===== src/sac_pkg.sv =====
// Constants, types and register layout for the current-sense amplifier
// calibration controller.
// Assumes a 25 MHz aclk and a 32-bit AXI4-Lite register bus.
// Operation
// The amplifier gain is one of 5, 10, 20 or 40 V/V, chosen by amp_gain.
// Setting the reference halving select makes every amplifier unidirectional.
// A set channel_offset_trim_request bit in manual mode shorts only that channel's inputs and drops its load.
// The controller may ask for calibration at any time, best while the bridges are off.
// Automatic trim starts when the reference is good and the outputs are usable 50 us later.
// With runtime_self_trim_enable set, a trim request reruns the automatic trim instead.
// During automatic trim every amplifier runs at the highest gain.
// With switch_voltage_sense_select set, the positive input goes through the clamp to switch_node.
// With switch_voltage_sense_select set, the low-side monitor always references sense_neg_input.
// In drain-source mode the amplifier is enabled at the end of gate_drive_window.
// In drain-source mode a low-side off command shorts that channel's inputs.
// lowside_monitor_ref_select picks the low-side monitor reference only.
// gate_drive_window marks the strong drive interval after each switching edge.
// Manual calibration lasts as long as the request bit is set.
package sac_pkg;

    // Clock and trim timing.
    localparam int unsigned CLK_MHZ = 25;
    localparam int unsigned TRIM_TIME_NS = 50000;
    localparam int unsigned TRIM_CYCLES_INT = (TRIM_TIME_NS * CLK_MHZ + 999) / 1000;
    localparam logic [10:0] TRIM_LAST = 11'(TRIM_CYCLES_INT - 1);

    // Register byte offsets.
    localparam logic [11:0] CTRL_OFFSET = 12'h000;
    localparam logic [11:0] STATUS_OFFSET = 12'h004;

    // Control register fields.
    localparam int unsigned CTRL_GAIN_POS = 0;
    localparam int unsigned CTRL_HALVE_POS = 2;
    localparam int unsigned CTRL_SELF_TRIM_POS = 3;
    localparam int unsigned CTRL_SWS_POS = 4;
    localparam int unsigned CTRL_LOWSIDE_MONITOR_REF_SELECT_POS = 5;
    localparam int unsigned CTRL_REQ_POS = 8;
    localparam logic [31:0] CTRL_MASK = 32'h0000073F;
    localparam logic [31:0] CTRL_RESET = 32'h00000000;

    // Status register fields.
    localparam int unsigned STAT_TRIM_POS = 0;
    localparam int unsigned STAT_READY_POS = 1;
    localparam int unsigned STAT_AMP_EN_POS = 4;
    localparam int unsigned STAT_CAL_POS = 8;

    // Gain codes and bus answers.
    localparam logic [1:0] GAIN_MAX = 2'h3;
    localparam logic [1:0] RESP_OKAY = 2'h0;
    localparam logic [1:0] RESP_SLVERR = 2'h2;

    // Trim sequencer states, Gray coded along the power-up path.
    typedef enum logic [1:0] {
        ST_WAIT_REF = 2'b00,
        ST_TRIM = 2'b01,
        ST_RUN = 2'b11
    } sac_state_e;

    // Settings common to all three amplifiers.
    typedef struct packed {
        logic [1:0] gain;
        logic unidir;
        logic lowside_monitor_ref_select_neg;
        logic trim_active;
        logic ready;
    } sac_amp_cfg_s;

    // Switch controls of one amplifier channel.
    typedef struct packed {
        logic amp_en;
        logic in_short;
        logic load_disc;
        logic pos_switch_node;
    } sac_chan_ctl_s;

endpackage

===== src/sac_ctrl.sv =====
// Calibration and mode controller for three low-side current-sense amplifiers.
// Assumes pin inputs arrive asynchronously and that the analog front end
// obeys the switch controls it is given.
//
// Chosen here: register access over AXI4-Lite and the register addresses.
`timescale 1ns/1ps
module sac_ctrl (
    // Clock, reset and enable.
    input wire logic aclk,
    input wire logic aresetn,
    input wire logic clk_en,
    // AXI4-Lite write address and data.
    input wire logic awvalid,
    output logic awready,
    input wire logic [11:0] awaddr,
    input wire logic [2:0] awprot,
    input wire logic wvalid,
    output logic wready,
    input wire logic [31:0] wdata,
    input wire logic [3:0] wstrb,
    // AXI4-Lite write response.
    output logic bvalid,
    input wire logic bready,
    output logic [1:0] bresp,
    // AXI4-Lite read.
    input wire logic arvalid,
    output logic arready,
    input wire logic [11:0] araddr,
    input wire logic [2:0] arprot,
    output logic rvalid,
    input wire logic rready,
    output logic [31:0] rdata,
    output logic [1:0] rresp,
    // Analog status and gate-driver pins.
    input wire logic vref_good,
    input wire logic [2:0] gate_drive_window,
    input wire logic [2:0] lowside_on_cmd,
    // Analog controls.
    output sac_pkg::sac_amp_cfg_s amp_cfg,
    output sac_pkg::sac_chan_ctl_s [2:0] chan_ctl
);

    logic aw_have_reg, aw_have_next;
    logic [11:0] awaddr_reg, awaddr_next;
    logic w_have_reg, w_have_next;
    logic [31:0] wdata_reg, wdata_next;
    logic [3:0] wstrb_reg, wstrb_next;
    logic bvalid_reg, bvalid_next;
    logic [1:0] bresp_reg, bresp_next;
    logic rvalid_reg, rvalid_next;
    logic [31:0] rdata_reg, rdata_next;
    logic [1:0] rresp_reg, rresp_next;
    logic [31:0] ctrl_reg, ctrl_next;
    logic [6:0] s1_reg, s2_reg, s3_reg, filt_reg, filt_next;
    logic [2:0] win_prev_reg, req_prev_reg, ds_en_reg, ds_en_next;
    sac_pkg::sac_state_e state_reg, state_next;
    logic [10:0] cnt_reg, cnt_next;
    sac_pkg::sac_amp_cfg_s cfg_reg, cfg_next;
    sac_pkg::sac_chan_ctl_s [2:0] chan_reg, chan_next;
    logic [2:0] man_cal;
    logic [2:0] req, win_fall, lo_on;
    logic vref_ok, sws, self_trim, trimming, running;
    logic aw_take, w_take, do_write;
    logic [11:0] wr_addr;
    logic [31:0] wr_data, wr_mask, status_word;

    // Handshake readies depend only on flip-flops and the enable.
    assign awready = clk_en & ~aw_have_reg & ~bvalid_reg;
    assign wready = clk_en & ~w_have_reg & ~bvalid_reg;
    assign arready = clk_en & ~rvalid_reg;
    assign bvalid = bvalid_reg;
    assign bresp = bresp_reg;
    assign rvalid = rvalid_reg;
    assign rdata = rdata_reg;
    assign rresp = rresp_reg;
    assign amp_cfg = cfg_reg;
    assign chan_ctl = chan_reg;

    // Decoded fields of the control register and the filtered pins.
    assign req = ctrl_reg[sac_pkg::CTRL_REQ_POS +: 3];
    assign sws = ctrl_reg[sac_pkg::CTRL_SWS_POS];
    assign self_trim = ctrl_reg[sac_pkg::CTRL_SELF_TRIM_POS];
    assign vref_ok = filt_reg[0];
    assign lo_on = filt_reg[6:4];
    assign win_fall = win_prev_reg & ~filt_reg[3:1];
    assign trimming = (state_reg == sac_pkg::ST_TRIM);
    assign running = (state_reg == sac_pkg::ST_RUN);

    // Status word shows sequencer state and per-channel switch states.
    always_comb begin
        status_word = 32'h00000000;
        status_word[sac_pkg::STAT_TRIM_POS] = trimming;
        status_word[sac_pkg::STAT_READY_POS] = running;
        for (int i = 0; i < 3; i++) begin
            status_word[sac_pkg::STAT_AMP_EN_POS + i] = chan_reg[i].amp_en;
            status_word[sac_pkg::STAT_CAL_POS + i] = chan_reg[i].load_disc;
        end
    end

    // Bus slave: address and data are taken in either order.
    always_comb begin
        aw_take = awvalid & awready;
        w_take = wvalid & wready;
        aw_have_next = aw_have_reg | aw_take;
        awaddr_next = aw_take ? awaddr : awaddr_reg;
        w_have_next = w_have_reg | w_take;
        wdata_next = w_take ? wdata : wdata_reg;
        wstrb_next = w_take ? wstrb : wstrb_reg;
        wr_addr = awaddr_next;
        wr_data = wdata_next;
        wr_mask = {{8{wstrb_next[3]}}, {8{wstrb_next[2]}},
                   {8{wstrb_next[1]}}, {8{wstrb_next[0]}}};
        do_write = aw_have_next & w_have_next & ~bvalid_reg & clk_en;
        bvalid_next = bvalid_reg & ~bready;
        bresp_next = bresp_reg;
        ctrl_next = ctrl_reg;
        if (do_write) begin
            aw_have_next = 1'b0;
            w_have_next = 1'b0;
            bvalid_next = 1'b1;
            bresp_next = sac_pkg::RESP_OKAY;
            if (wr_addr[11:2] == sac_pkg::CTRL_OFFSET[11:2]) begin
                wr_mask = wr_mask & sac_pkg::CTRL_MASK;
                ctrl_next = (ctrl_reg & ~wr_mask) | (wr_data & wr_mask);
            end else if (wr_addr[11:2] != sac_pkg::STATUS_OFFSET[11:2]) begin
                bresp_next = sac_pkg::RESP_SLVERR;
            end
        end
        rvalid_next = rvalid_reg & ~rready;
        rdata_next = rdata_reg;
        rresp_next = rresp_reg;
        if (arvalid & arready) begin
            rvalid_next = 1'b1;
            rresp_next = sac_pkg::RESP_OKAY;
            if (araddr[11:2] == sac_pkg::CTRL_OFFSET[11:2]) begin
                rdata_next = ctrl_reg;
            end else if (araddr[11:2] == sac_pkg::STATUS_OFFSET[11:2]) begin
                rdata_next = status_word;
            end else begin
                rdata_next = 32'h00000000;
                rresp_next = sac_pkg::RESP_SLVERR;
            end
        end
    end

    // Pin filter: a change counts once the second and third stages agree.
    always_comb begin
        filt_next = (filt_reg & (s2_reg ^ s3_reg)) | (s3_reg & ~(s2_reg ^ s3_reg));
    end

    // Trim sequencer: power-up trim and runtime rerun.
    always_comb begin
        state_next = state_reg;
        cnt_next = cnt_reg;
        case (state_reg)
            sac_pkg::ST_WAIT_REF: begin
                cnt_next = 11'h000;
                if (vref_ok) begin
                    state_next = sac_pkg::ST_TRIM;
                end
            end
            sac_pkg::ST_TRIM: begin
                cnt_next = cnt_reg + 11'h001;
                if (!vref_ok) begin
                    state_next = sac_pkg::ST_WAIT_REF;
                end else if (cnt_reg == sac_pkg::TRIM_LAST) begin
                    state_next = sac_pkg::ST_RUN;
                end
            end
            sac_pkg::ST_RUN: begin
                cnt_next = 11'h000;
                if (!vref_ok) begin
                    state_next = sac_pkg::ST_WAIT_REF;
                end else if (self_trim && |(req & ~req_prev_reg)) begin
                    state_next = sac_pkg::ST_TRIM;
                end
            end
            default: begin
                state_next = sac_pkg::ST_WAIT_REF;
                cnt_next = 11'h000;
            end
        endcase
    end

    // Settings shared by all amplifiers.
    always_comb begin
        cfg_next.gain = trimming ? sac_pkg::GAIN_MAX
                                 : ctrl_reg[sac_pkg::CTRL_GAIN_POS +: 2];
        cfg_next.unidir = ctrl_reg[sac_pkg::CTRL_HALVE_POS];
        cfg_next.lowside_monitor_ref_select_neg = sws | ctrl_reg[sac_pkg::CTRL_LOWSIDE_MONITOR_REF_SELECT_POS];
        cfg_next.trim_active = trimming;
        cfg_next.ready = running;
    end

    // Per-channel switch controls.
    for (genvar g = 0; g < 3; g++) begin : g_chan
        always_comb begin
            man_cal[g] = running & ~self_trim & req[g];
            ds_en_next[g] = ds_en_reg[g];
            if (!sws || !lo_on[g]) begin
                ds_en_next[g] = 1'b0;
            end else if (win_fall[g]) begin
                ds_en_next[g] = 1'b1;
            end
            chan_next[g].in_short = trimming | man_cal[g]
                                  | (sws & ~lo_on[g]);
            chan_next[g].load_disc = trimming | man_cal[g];
            chan_next[g].pos_switch_node = sws;
            // The next enable is used so a low-side off command drops the
            // amplifier in the same cycle that its inputs are shorted.
            chan_next[g].amp_en = running & (~sws | ds_en_next[g]);
        end
    end

    // All state registers, frozen while the enable is low.
    always_ff @(posedge aclk) begin
        if (!aresetn) begin
            aw_have_reg <= 1'b0;
            awaddr_reg <= 12'h000;
            w_have_reg <= 1'b0;
            wdata_reg <= 32'h00000000;
            wstrb_reg <= 4'h0;
            bvalid_reg <= 1'b0;
            bresp_reg <= 2'h0;
            rvalid_reg <= 1'b0;
            rdata_reg <= 32'h00000000;
            rresp_reg <= 2'h0;
            ctrl_reg <= sac_pkg::CTRL_RESET;
            s1_reg <= 7'h00;
            s2_reg <= 7'h00;
            s3_reg <= 7'h00;
            filt_reg <= 7'h00;
            win_prev_reg <= 3'h0;
            req_prev_reg <= 3'h0;
            ds_en_reg <= 3'h0;
            state_reg <= sac_pkg::ST_WAIT_REF;
            cnt_reg <= 11'h000;
            cfg_reg <= '0;
            chan_reg <= '0;
        end else if (clk_en) begin
            aw_have_reg <= aw_have_next;
            awaddr_reg <= awaddr_next;
            w_have_reg <= w_have_next;
            wdata_reg <= wdata_next;
            wstrb_reg <= wstrb_next;
            bvalid_reg <= bvalid_next;
            bresp_reg <= bresp_next;
            rvalid_reg <= rvalid_next;
            rdata_reg <= rdata_next;
            rresp_reg <= rresp_next;
            ctrl_reg <= ctrl_next;
            s1_reg <= {lowside_on_cmd, gate_drive_window, vref_good};
            s2_reg <= s1_reg;
            s3_reg <= s2_reg;
            filt_reg <= filt_next;
            win_prev_reg <= filt_reg[3:1];
            req_prev_reg <= req;
            ds_en_reg <= ds_en_next;
            state_reg <= state_next;
            cnt_reg <= cnt_next;
            cfg_reg <= cfg_next;
            chan_reg <= chan_next;
        end
    end

    // Checks on the shared settings, the trim sequencer and the channel switch controls.
    property p_gain_max;
        @(posedge aclk) disable iff (!aresetn)
        clk_en && trimming |=> cfg_reg.gain == 2'h3;
    endproperty
    a_gain_max: assert property (p_gain_max) else $error("gain not maximal in trim");

    property p_gain_prog;
        @(posedge aclk) disable iff (!aresetn)
        clk_en && running |=> cfg_reg.gain == $past(ctrl_reg[1:0]);
    endproperty
    a_gain_prog: assert property (p_gain_prog) else $error("programmed gain lost");

    property p_unidir;
        @(posedge aclk) disable iff (!aresetn)
        clk_en |=> cfg_reg.unidir == $past(ctrl_reg[2]);
    endproperty
    a_unidir: assert property (p_unidir) else $error("unidirectional select lost");

    property p_lowside_monitor_ref_select;
        @(posedge aclk) disable iff (!aresetn)
        clk_en && sws |=> cfg_reg.lowside_monitor_ref_select_neg;
    endproperty
    a_lowside_monitor_ref_select: assert property (p_lowside_monitor_ref_select) else $error("monitor reference not forced");

    property p_manual_cal;
        @(posedge aclk) disable iff (!aresetn)
        clk_en && running && !self_trim && !sws && req[0]
            |=> chan_reg[0].in_short && chan_reg[0].load_disc;
    endproperty
    a_manual_cal: assert property (p_manual_cal) else $error("manual calibration missing");

    property p_cal_release;
        @(posedge aclk) disable iff (!aresetn)
        clk_en && running && !req[1] |=> !chan_reg[1].load_disc;
    endproperty
    a_cal_release: assert property (p_cal_release) else $error("calibration not released");

    property p_self_trim;
        @(posedge aclk) disable iff (!aresetn)
        clk_en && running && vref_ok && self_trim && (req[2] && !req_prev_reg[2])
            |=> trimming;
    endproperty
    a_self_trim: assert property (p_self_trim) else $error("runtime trim not started");

    property p_trim_len;
        @(posedge aclk) disable iff (!aresetn)
        clk_en && trimming && state_next == sac_pkg::ST_RUN
            |-> cnt_reg == 11'd1249;
    endproperty
    a_trim_len: assert property (p_trim_len) else $error("trim length wrong");

    property p_switch_node;
        @(posedge aclk) disable iff (!aresetn)
        clk_en |=> chan_reg[0].pos_switch_node == $past(sws);
    endproperty
    a_switch_node: assert property (p_switch_node) else $error("input routing wrong");

    property p_ds_enable;
        @(posedge aclk) disable iff (!aresetn)
        clk_en && running && vref_ok && sws && lo_on[0] && win_fall[0]
            ##1 clk_en && running && sws && lo_on[0] |=> chan_reg[0].amp_en;
    endproperty
    a_ds_enable: assert property (p_ds_enable) else $error("amplifier not enabled");

    property p_ds_short;
        @(posedge aclk) disable iff (!aresetn)
        clk_en && sws && !lo_on[1] |=> chan_reg[1].in_short && !chan_reg[1].amp_en;
    endproperty
    a_ds_short: assert property (p_ds_short) else $error("inputs not shorted");

    // Main scenarios.
    c_trim_done: cover property (@(posedge aclk) disable iff (!aresetn)
        trimming ##1 running);
    c_manual: cover property (@(posedge aclk) disable iff (!aresetn)
        running && man_cal[0]);
    c_ds_on: cover property (@(posedge aclk) disable iff (!aresetn)
        sws && chan_reg[2].amp_en);

endmodule // sac_ctrl


===== config.mk =====
export PLATFORM = sky130hd
export DESIGN_NAME = sac_ctrl
export DESIGN_NICKNAME = d
export VERILOG_FILES = /design/src/sac_pkg.sv /design/src/sac_ctrl.sv
export SDC_FILE = /design/constraint.sdc
export NUM_CORES = 1
export LEC_CHECK = 0
export BUFFER_PORTS_ARGS = -buffer_cell sky130_fd_sc_hd__buf_2
export CAP_MARGIN = 20
export CORE_MARGIN = 3
export CORE_UTILIZATION = 35
export DETAILED_ROUTE_END_ITERATION = 10
export PLACE_DENSITY_LB_ADDON = 0.08
export REMOVE_ABC_BUFFERS = 1
export SLEW_MARGIN = 10
export SYNTH_ARGS = -nofsm -noshare
export SYNTH_HDL_FRONTEND = slang
export SYNTH_SLANG_ARGS = --single-unit

===== constraint.sdc =====
create_clock -name aclk -period 1.8 [get_ports aclk]
set_input_delay 0.18 -clock aclk [delete_from_list [all_inputs] [get_ports aclk]]
set_output_delay 0.18 -clock aclk [all_outputs]
set_load 0.01 [all_outputs]

# After elaboration in Yosys (flattened, before gate mapping)
# Cells that the tools add are included.
dict set report word_totals {
  mem_count 0
  regBits 184
  latchBits 0
  wordCells 148
  mem_bits_ro 0
  ram_bits 0
}
dict set report op_classes {
  order_cmp 0
  mul 0
  n_shift 0
  n_reduce_logical 17
  bitwise_logic 59
  addsub 1
  n_mux 27
  n_eq_ne 8
  n_div 0
}
# op n
set op_table {}
lappend op_table {{$mux W32} 2}
lappend op_table {{$and A32 B11 Y32} 1}
lappend op_table {{$and A32 B32 Y32} 1}
lappend op_table {{$not A11 Y32} 1}
lappend op_table {{$or A32 B32 Y32} 1}
lappend op_table {{$and A1 B1 Y1} 23}
lappend op_table {{$mux W11} 2}
lappend op_table {{$mux W2} 11}
lappend op_table {{$logic_not A10 Y1} 2}
lappend op_table {{$and A7 B7 Y7} 2}
lappend op_table {{$mux W12} 1}
lappend op_table {{$or A1 B1 Y1} 12}
lappend op_table {{$add A11 B1 Y11 const B} 1}
lappend op_table {{$eq A11 B11 Y1 const B} 1}
lappend op_table {{$not A1 Y1} 11}
lappend op_table {{$eq A10 B1 Y1 const B} 1}
lappend op_table {{$mux W1} 10}
lappend op_table {{$ne A10 B1 Y1 const B} 1}
lappend op_table {{$not A7 Y7} 1}
lappend op_table {{$or A7 B7 Y7} 1}
lappend op_table {{$xor A7 B7 Y7} 1}
lappend op_table {{$and A3 B3 Y3} 2}
lappend op_table {{$ne A3 B2 Y1 const B} 2}
lappend op_table {{$not A3 Y3} 2}
lappend op_table {{other kinds (12)} 19}

# Logic depth before layout (Yosys ltp)
# Gate-level depths: netlist of run 1.
dict set report logic_depth {
  word_depth 9
  ltp_mapped 6
}

# Least setup slack after synthesis of run 1
# No wires, ideal clock.
dict set report synth_path {
  path_kind {register to register}
  from {register bvalid_reg (netlist: bvalid)}
  to {register (tool-made name)}
  t_arrival_ps 1327
  t_required_ps 1669
  setup_ps 131
  path_buffers 1
  path_stages_with_launch 6
  setup_slack_ps 342
  path_cell_list {dfxtp_1 > and4bb_2 > buf_4 > mux2_2 > nand2_1 > mux2i_1}
}
# item line
set synth_lines {}
lappend synth_lines {{start, declared} sac_ctrl.sv:48} ;# logic bvalid_reg, bvalid_next;
lappend synth_lines {{start signal, assigned} sac_ctrl.sv:246} ;# bvalid_reg <= bvalid_next;

==> impl_metrics.env, run 1 <==
export IMPL_status="finished, final reports clean"
export IMPL_cts_root_buf="clkbuf_16"
export IMPL_cp_data_arrival_time_ns=1.83
export IMPL_diodes=0
export IMPL_grt_max_degree=46
export IMPL_fin_nets=699
export IMPL_antenna_found_initial=0
export IMPL_slew_viol_final=0
export IMPL_yosysTopAreaCellShare=0.467
export IMPL_irDropWorstVdd_mv=0.491
export IMPL_htree_levels=3
export IMPL_p_clk_frac=0.405
export IMPL_postRouteAntennaNets=0
export IMPL_synth_seq_area_share=0.467
export IMPL_ys_ff_latch=112
export IMPL_sw_frac_of_total=0.234
export IMPL_period_minus_slack_ns=1.60
export IMPL_syn2layout_area_growth_pct=17.2
export IMPL_routed_wl_um=10900
export IMPL_ctsLongestPathBuffers=2
export IMPL_drive_above_1_share=0.211
export IMPL_seq_power_share=0.509
export IMPL_synth_most_common_cell="dfxtp_1"
export IMPL_fin_util=0.421
export IMPL_die_h_um=123
export IMPL_async_flop_share=0
export IMPL_synth_distinct_cells=50
export IMPL_cts_tree="done"
export IMPL_routed_via_density=4.79
export IMPL_firstDrtPassIters=4
export IMPL_drt_iter0_markers=148
export IMPL_synth_edf_count=0
export IMPL_dieArea_um2=15200
export IMPL_worst_pin_slew_ns=0.546
export IMPL_grt_overflow=0
export IMPL_synth_avg_cell_area_um2=8.81
export IMPL_clock_sinks=112
export IMPL_io_pins=140
export IMPL_synthCells=545
export IMPL_crit_path_end_kind="register"
export IMPL_p_comb_frac=0.086
export IMPL_hpwl_um=7680
export IMPL_synth_warnings=0
export IMPL_hold_path_class="in -> reg"
export IMPL_criticalPathCategory="reg -> reg"
export IMPL_gp_congestion=0.776
export IMPL_finalSetupViolations=0
export IMPL_p_leak_nw=2.54
export IMPL_synthFlopType="dfxtp_1"
export IMPL_clkTransAtPathRegs_ns=0.07
export IMPL_fin_crit_sh=0.890
export IMPL_start_kind="register"
export IMPL_yosys_top_cells_count="dfxtp_1, nor2_1, nand2_1, a21oi_1, mux2i_1"
export IMPL_internal_power_mw=3.88
export IMPL_cp_max_fo=7
export IMPL_clock_latency_ns=0.35
export IMPL_fmax_mhz=624
export IMPL_power_density_nw_per_um2=901
export IMPL_grt_pass1_vias=3460
export IMPL_core_um2=13300
export IMPL_grt_pass1_wl_um=17200
export IMPL_hold_violations=0
export IMPL_power_switching_mw=1.19
export IMPL_cts_inserted_buffers=9
export IMPL_std_cell_rows=42
export IMPL_globalRouteTotalUtil=0.145
export IMPL_drc=0
export IMPL_port_buffers=80
export IMPL_yosys_area_top_type="dfxtp_1"
export IMPL_skew_ns=0.00952
export IMPL_cap_violations=0
export IMPL_crit_required_ns=2.03
export IMPL_slew_headroom=0.635
export IMPL_wl_per_cell_um=13.7
export IMPL_rsz0062_at_grt="no"
export IMPL_die_w_um=123
export IMPL_setup_tns_ns=0
export IMPL_synthTopCellsByArea="dfxtp_1, mux2i_1, nor2_1"
export IMPL_route_vias_total=3815
export IMPL_initial_core_util=0.360
export IMPL_netlist_area_um2=4800
==> cell usage in the layout, fill, tap and decap left out, types with 5 or more instances in the layout <==
master and instances:
a21o_1 7, a21oi_1 42, buf_2 80, buf_4 12
clkbuf_16 9, conb_1 24, dfxtp_1 112, inv_1 16
mux2_2 15, mux2i_1 41, nand2_1 71, nand2b_1 5
nor2_1 72, nor2b_1 11, nor3_1 8, nor4_1 5
o21ai_0 18
==> cell type report <==
type,count,area [um2]
multi-input combinational,382,2260
clock inverter,4,52.6
fill,1380,7720
timing repair buffer,94,531
clock buffer,12,256
inverter,17,63.8
sequential,112,2240
tap,176,220
==> power groups by stage <==
stage	sequential, mW	combinational, mW	clock (mW)
final	2.58	0.435	2.05
after global routing	2.59	0.490	2.22
after CTS	2.58	0.438	2.13
after detailed placement	2.64	0.436	0
after global placement	2.64	0.431	0
after floorplan	2.64	0.226	0
==> timing repair <==
action                                 CTS  global route
hold buffers                             0             0
setup buffers                            0             0
endpoints found under the hold margin    0             0
gates resized for setup                  0             3
setup endpoints to repair                0             8
==> logic make-up (layout without fill, tap and decap cells) <==
logic type | after synthesis | after routing | share of synthesized area
simple gates | 199 | 199 | 0.191
flops | 112 | 112 | 0.467
compound gates | 96 | 96 | 0.123
buf+inv | 74 | 127 | 0.0832
mux | 56 | 56 | 0.121
xor+xnor | 5 | 5 | 0.00913
fa+ha+maj | 2 | 2 | 0.00521
other cells | 1 | 24 | 0.000781
==> final timing paths <==
check / start / endpoint / slack, ns / cells after the start
setup / recovery: aw_have_reg / register / 0.20 / 4
setup reg to reg: aw_have_reg / register / 0.20 / 4
hold reg to reg: rdata[4] / rdata[4] / 0.45 / 2
hold / removal: gate_drive_window[1] / s1_reg[2] / 0.07 / 3
==> critical path, cell delays in order, from the launching register on <==
cell and delay [ns]:
dfxtp_1 0.36, and4bb_2 0.35, nand4_2 0.15, a211o_2 0.48, mux2i_1 0.15
==> routing by layer <==
layer  share of wire  global-route usage  vias to the layer above
met4           0.012              0.0540                        0
met5               0                   0                        -
met3           0.057              0.0306                        9
met2            0.44               0.224                       92
li1                -                   -                     1941
met1            0.49               0.201                     1773
==> metrics by stage <==
step	instances	power, mW	hold slack [ns]	setup slack [ns]	instance area, um2
after floorplan	511	2.86	0.269	0.202	4550
after global placement	781	3.07	0.418	0.156	5300
after detailed placement	781	3.08	0.424	0.134	5300
after CTS	797	5.15	0.0521	0.124	5610
after global routing	797	5.29	0.0794	0.115	5630
final	797	5.07	0.0655	0.199	5630
(Power assumes the default switching activity.)
==> run 2, diff against run 1 <==
--- a/config.mk
+++ b/config.mk
@@ -5,7 +5,7 @@
 export SDC_FILE = /design/constraint.sdc
 export NUM_CORES = 1
 export LEC_CHECK = 0
-export BUFFER_PORTS_ARGS = -buffer_cell sky130_fd_sc_hd__buf_2
+export BUFFER_PORTS_ARGS = -buffer_cell sky130_fd_sc_hd__clkbuf_2
 export CAP_MARGIN = 20
 export CORE_MARGIN = 3
 export CORE_UTILIZATION = 35
==> impl_metrics.env, run 2 (synthesis gave the netlist of run 1 again) <==
export IMPL_status="finished, final reports clean"
export IMPL_hold_start="awaddr[8]"
export IMPL_clkTransAtPathRegs_ns=0.07
export IMPL_firstDrtPassIters=5
export IMPL_hold_slack_ns=0.0628
export IMPL_cp_data_arrival_time_ns=1.86
export IMPL_initial_core_util=0.360
export IMPL_finalSetupViolations=0
export IMPL_clock_sinks=112
export IMPL_irDropWorstVdd_mv=0.667
export IMPL_cts_tree="done"
export IMPL_criticalPathCategory="reg -> reg"
export IMPL_std_cell_rows=42
export IMPL_drt_iter0_markers=128
export IMPL_die_h_um=123
export IMPL_ctsLongestPathBuffers=2
export IMPL_grt_overflow=0
export IMPL_cts_inserted_buffers=9
export IMPL_route_vias_total=3822
export IMPL_drc=0
export IMPL_fin_crit_sh=0.907
export IMPL_fin_nets=700
export IMPL_slew_viol_final=0
export IMPL_p_leak_nw=2.50
export IMPL_fin_util=0.418
export IMPL_rr_startpoint="awaddr_reg[11]"
export IMPL_core_um2=13300
export IMPL_setup_tns_ns=0
export IMPL_globalRouteTotalUtil=0.149
export IMPL_grt_max_degree=48
export IMPL_drive_above_1_share=0.207
export IMPL_postCtsSetupRepairBufs=0
export IMPL_crit_path_end_kind="register"
export IMPL_p_total_mw=4.84
export IMPL_mostFrequentLayoutCell="dfxtp_1"
export IMPL_syn2layout_area_growth_pct=16.3
export IMPL_cp_max_fo=6
export IMPL_routed_via_density=4.81
export IMPL_period_minus_slack_ns=1.63
export IMPL_routed_wl_um=10900
export IMPL_crit_required_ns=2.03
export IMPL_critPathLaunch="awaddr_reg[11]"
export IMPL_wl_per_cell_um=13.7
export IMPL_hold_path_class="in -> reg"
export IMPL_rsz0062_at_grt="no"
export IMPL_grt_pass1_wl_um=17600
export IMPL_io_pins=140
export IMPL_die_w_um=123
export IMPL_diodes=0
export IMPL_layout_common_cells="dfxtp_1, clkbuf_2, nor2_1"
export IMPL_dieArea_um2=15200
export IMPL_skew_ns=0.00680
export IMPL_cts_root_buf="clkbuf_16"
export IMPL_hpwl_um=7710
export IMPL_gp_congestion=0.776
export IMPL_htree_levels=3
export IMPL_grt_pass1_vias=3520
export IMPL_port_buffers=80
export IMPL_start_kind="register"
export IMPL_cap_violations=0
export IMPL_antenna_found_initial=0
export IMPL_power_density_nw_per_um2=866
export IMPL_cts_hold_buf=0
export IMPL_fmax_mhz=612
export IMPL_clock_latency_ns=0.35
export IMPL_hold_violations=0
export IMPL_postRouteAntennaNets=0
[run 2: area by class of cell]
type                       count  area, um2
clock buffer                  12        256
clock inverter                 1       5.00
fill                        1374       7760
inverter                      17       63.8
multi-input combinational    382       2250
sequential                   112       2240
tap                          176        220
timing repair buffer          95        551
[run 2: worst paths after layout]
kind / end / slack, ns / depth (start not counted)
setup / recovery: register / 0.17 / 4
hold / removal: awaddr_reg[8] / 0.06 / 3
setup reg to reg: register / 0.17 / 4
hold reg to reg: bresp[1] / 0.46 / 2
[run 2: power breakdown]
| group | leakage (nW) | switching [mW] | internal, mW |
|---|---|---|---|
| combinational | 1.46 | 0.253 | 0.184 |
| clock | 0.130 | 0.829 | 0.990 |
| sequential | 0.909 | 0.0398 | 2.54 |
[run 2: per-layer routing]
layer / up-vias / wire length (um) / global-route usage
li1: 1944 / - / -
met1: 1786 / 5290 / 0.194
met4: 0 / 74 / 0.0388
met2: 86 / 4960 / 0.241
met3: 6 / 598 / 0.0480
met5: - / 0 / 0
[run 2: repair_timing]
item                       CTS  global route
hold endpoints to repair     0             0
setup endpoints to repair    0             1
resized for setup            0             1
[run 2: stage by stage]
step,area [um2],worst slack [ns],instances
finish,5580,0.167,795
global route,5580,0.0833,795
CTS,5580,0.113,795
detailed placement,5320,0.113,782
global placement,5320,0.163,782
floorplan,4550,0.202,511
[run 2: worst max-delay path, stage by stage, from the launching register on]
cell     delay (ns)
dfxtp_1        0.31
nor4_1         0.37
nand4_1        0.23
a211o_2        0.45
mux2i_1        0.15
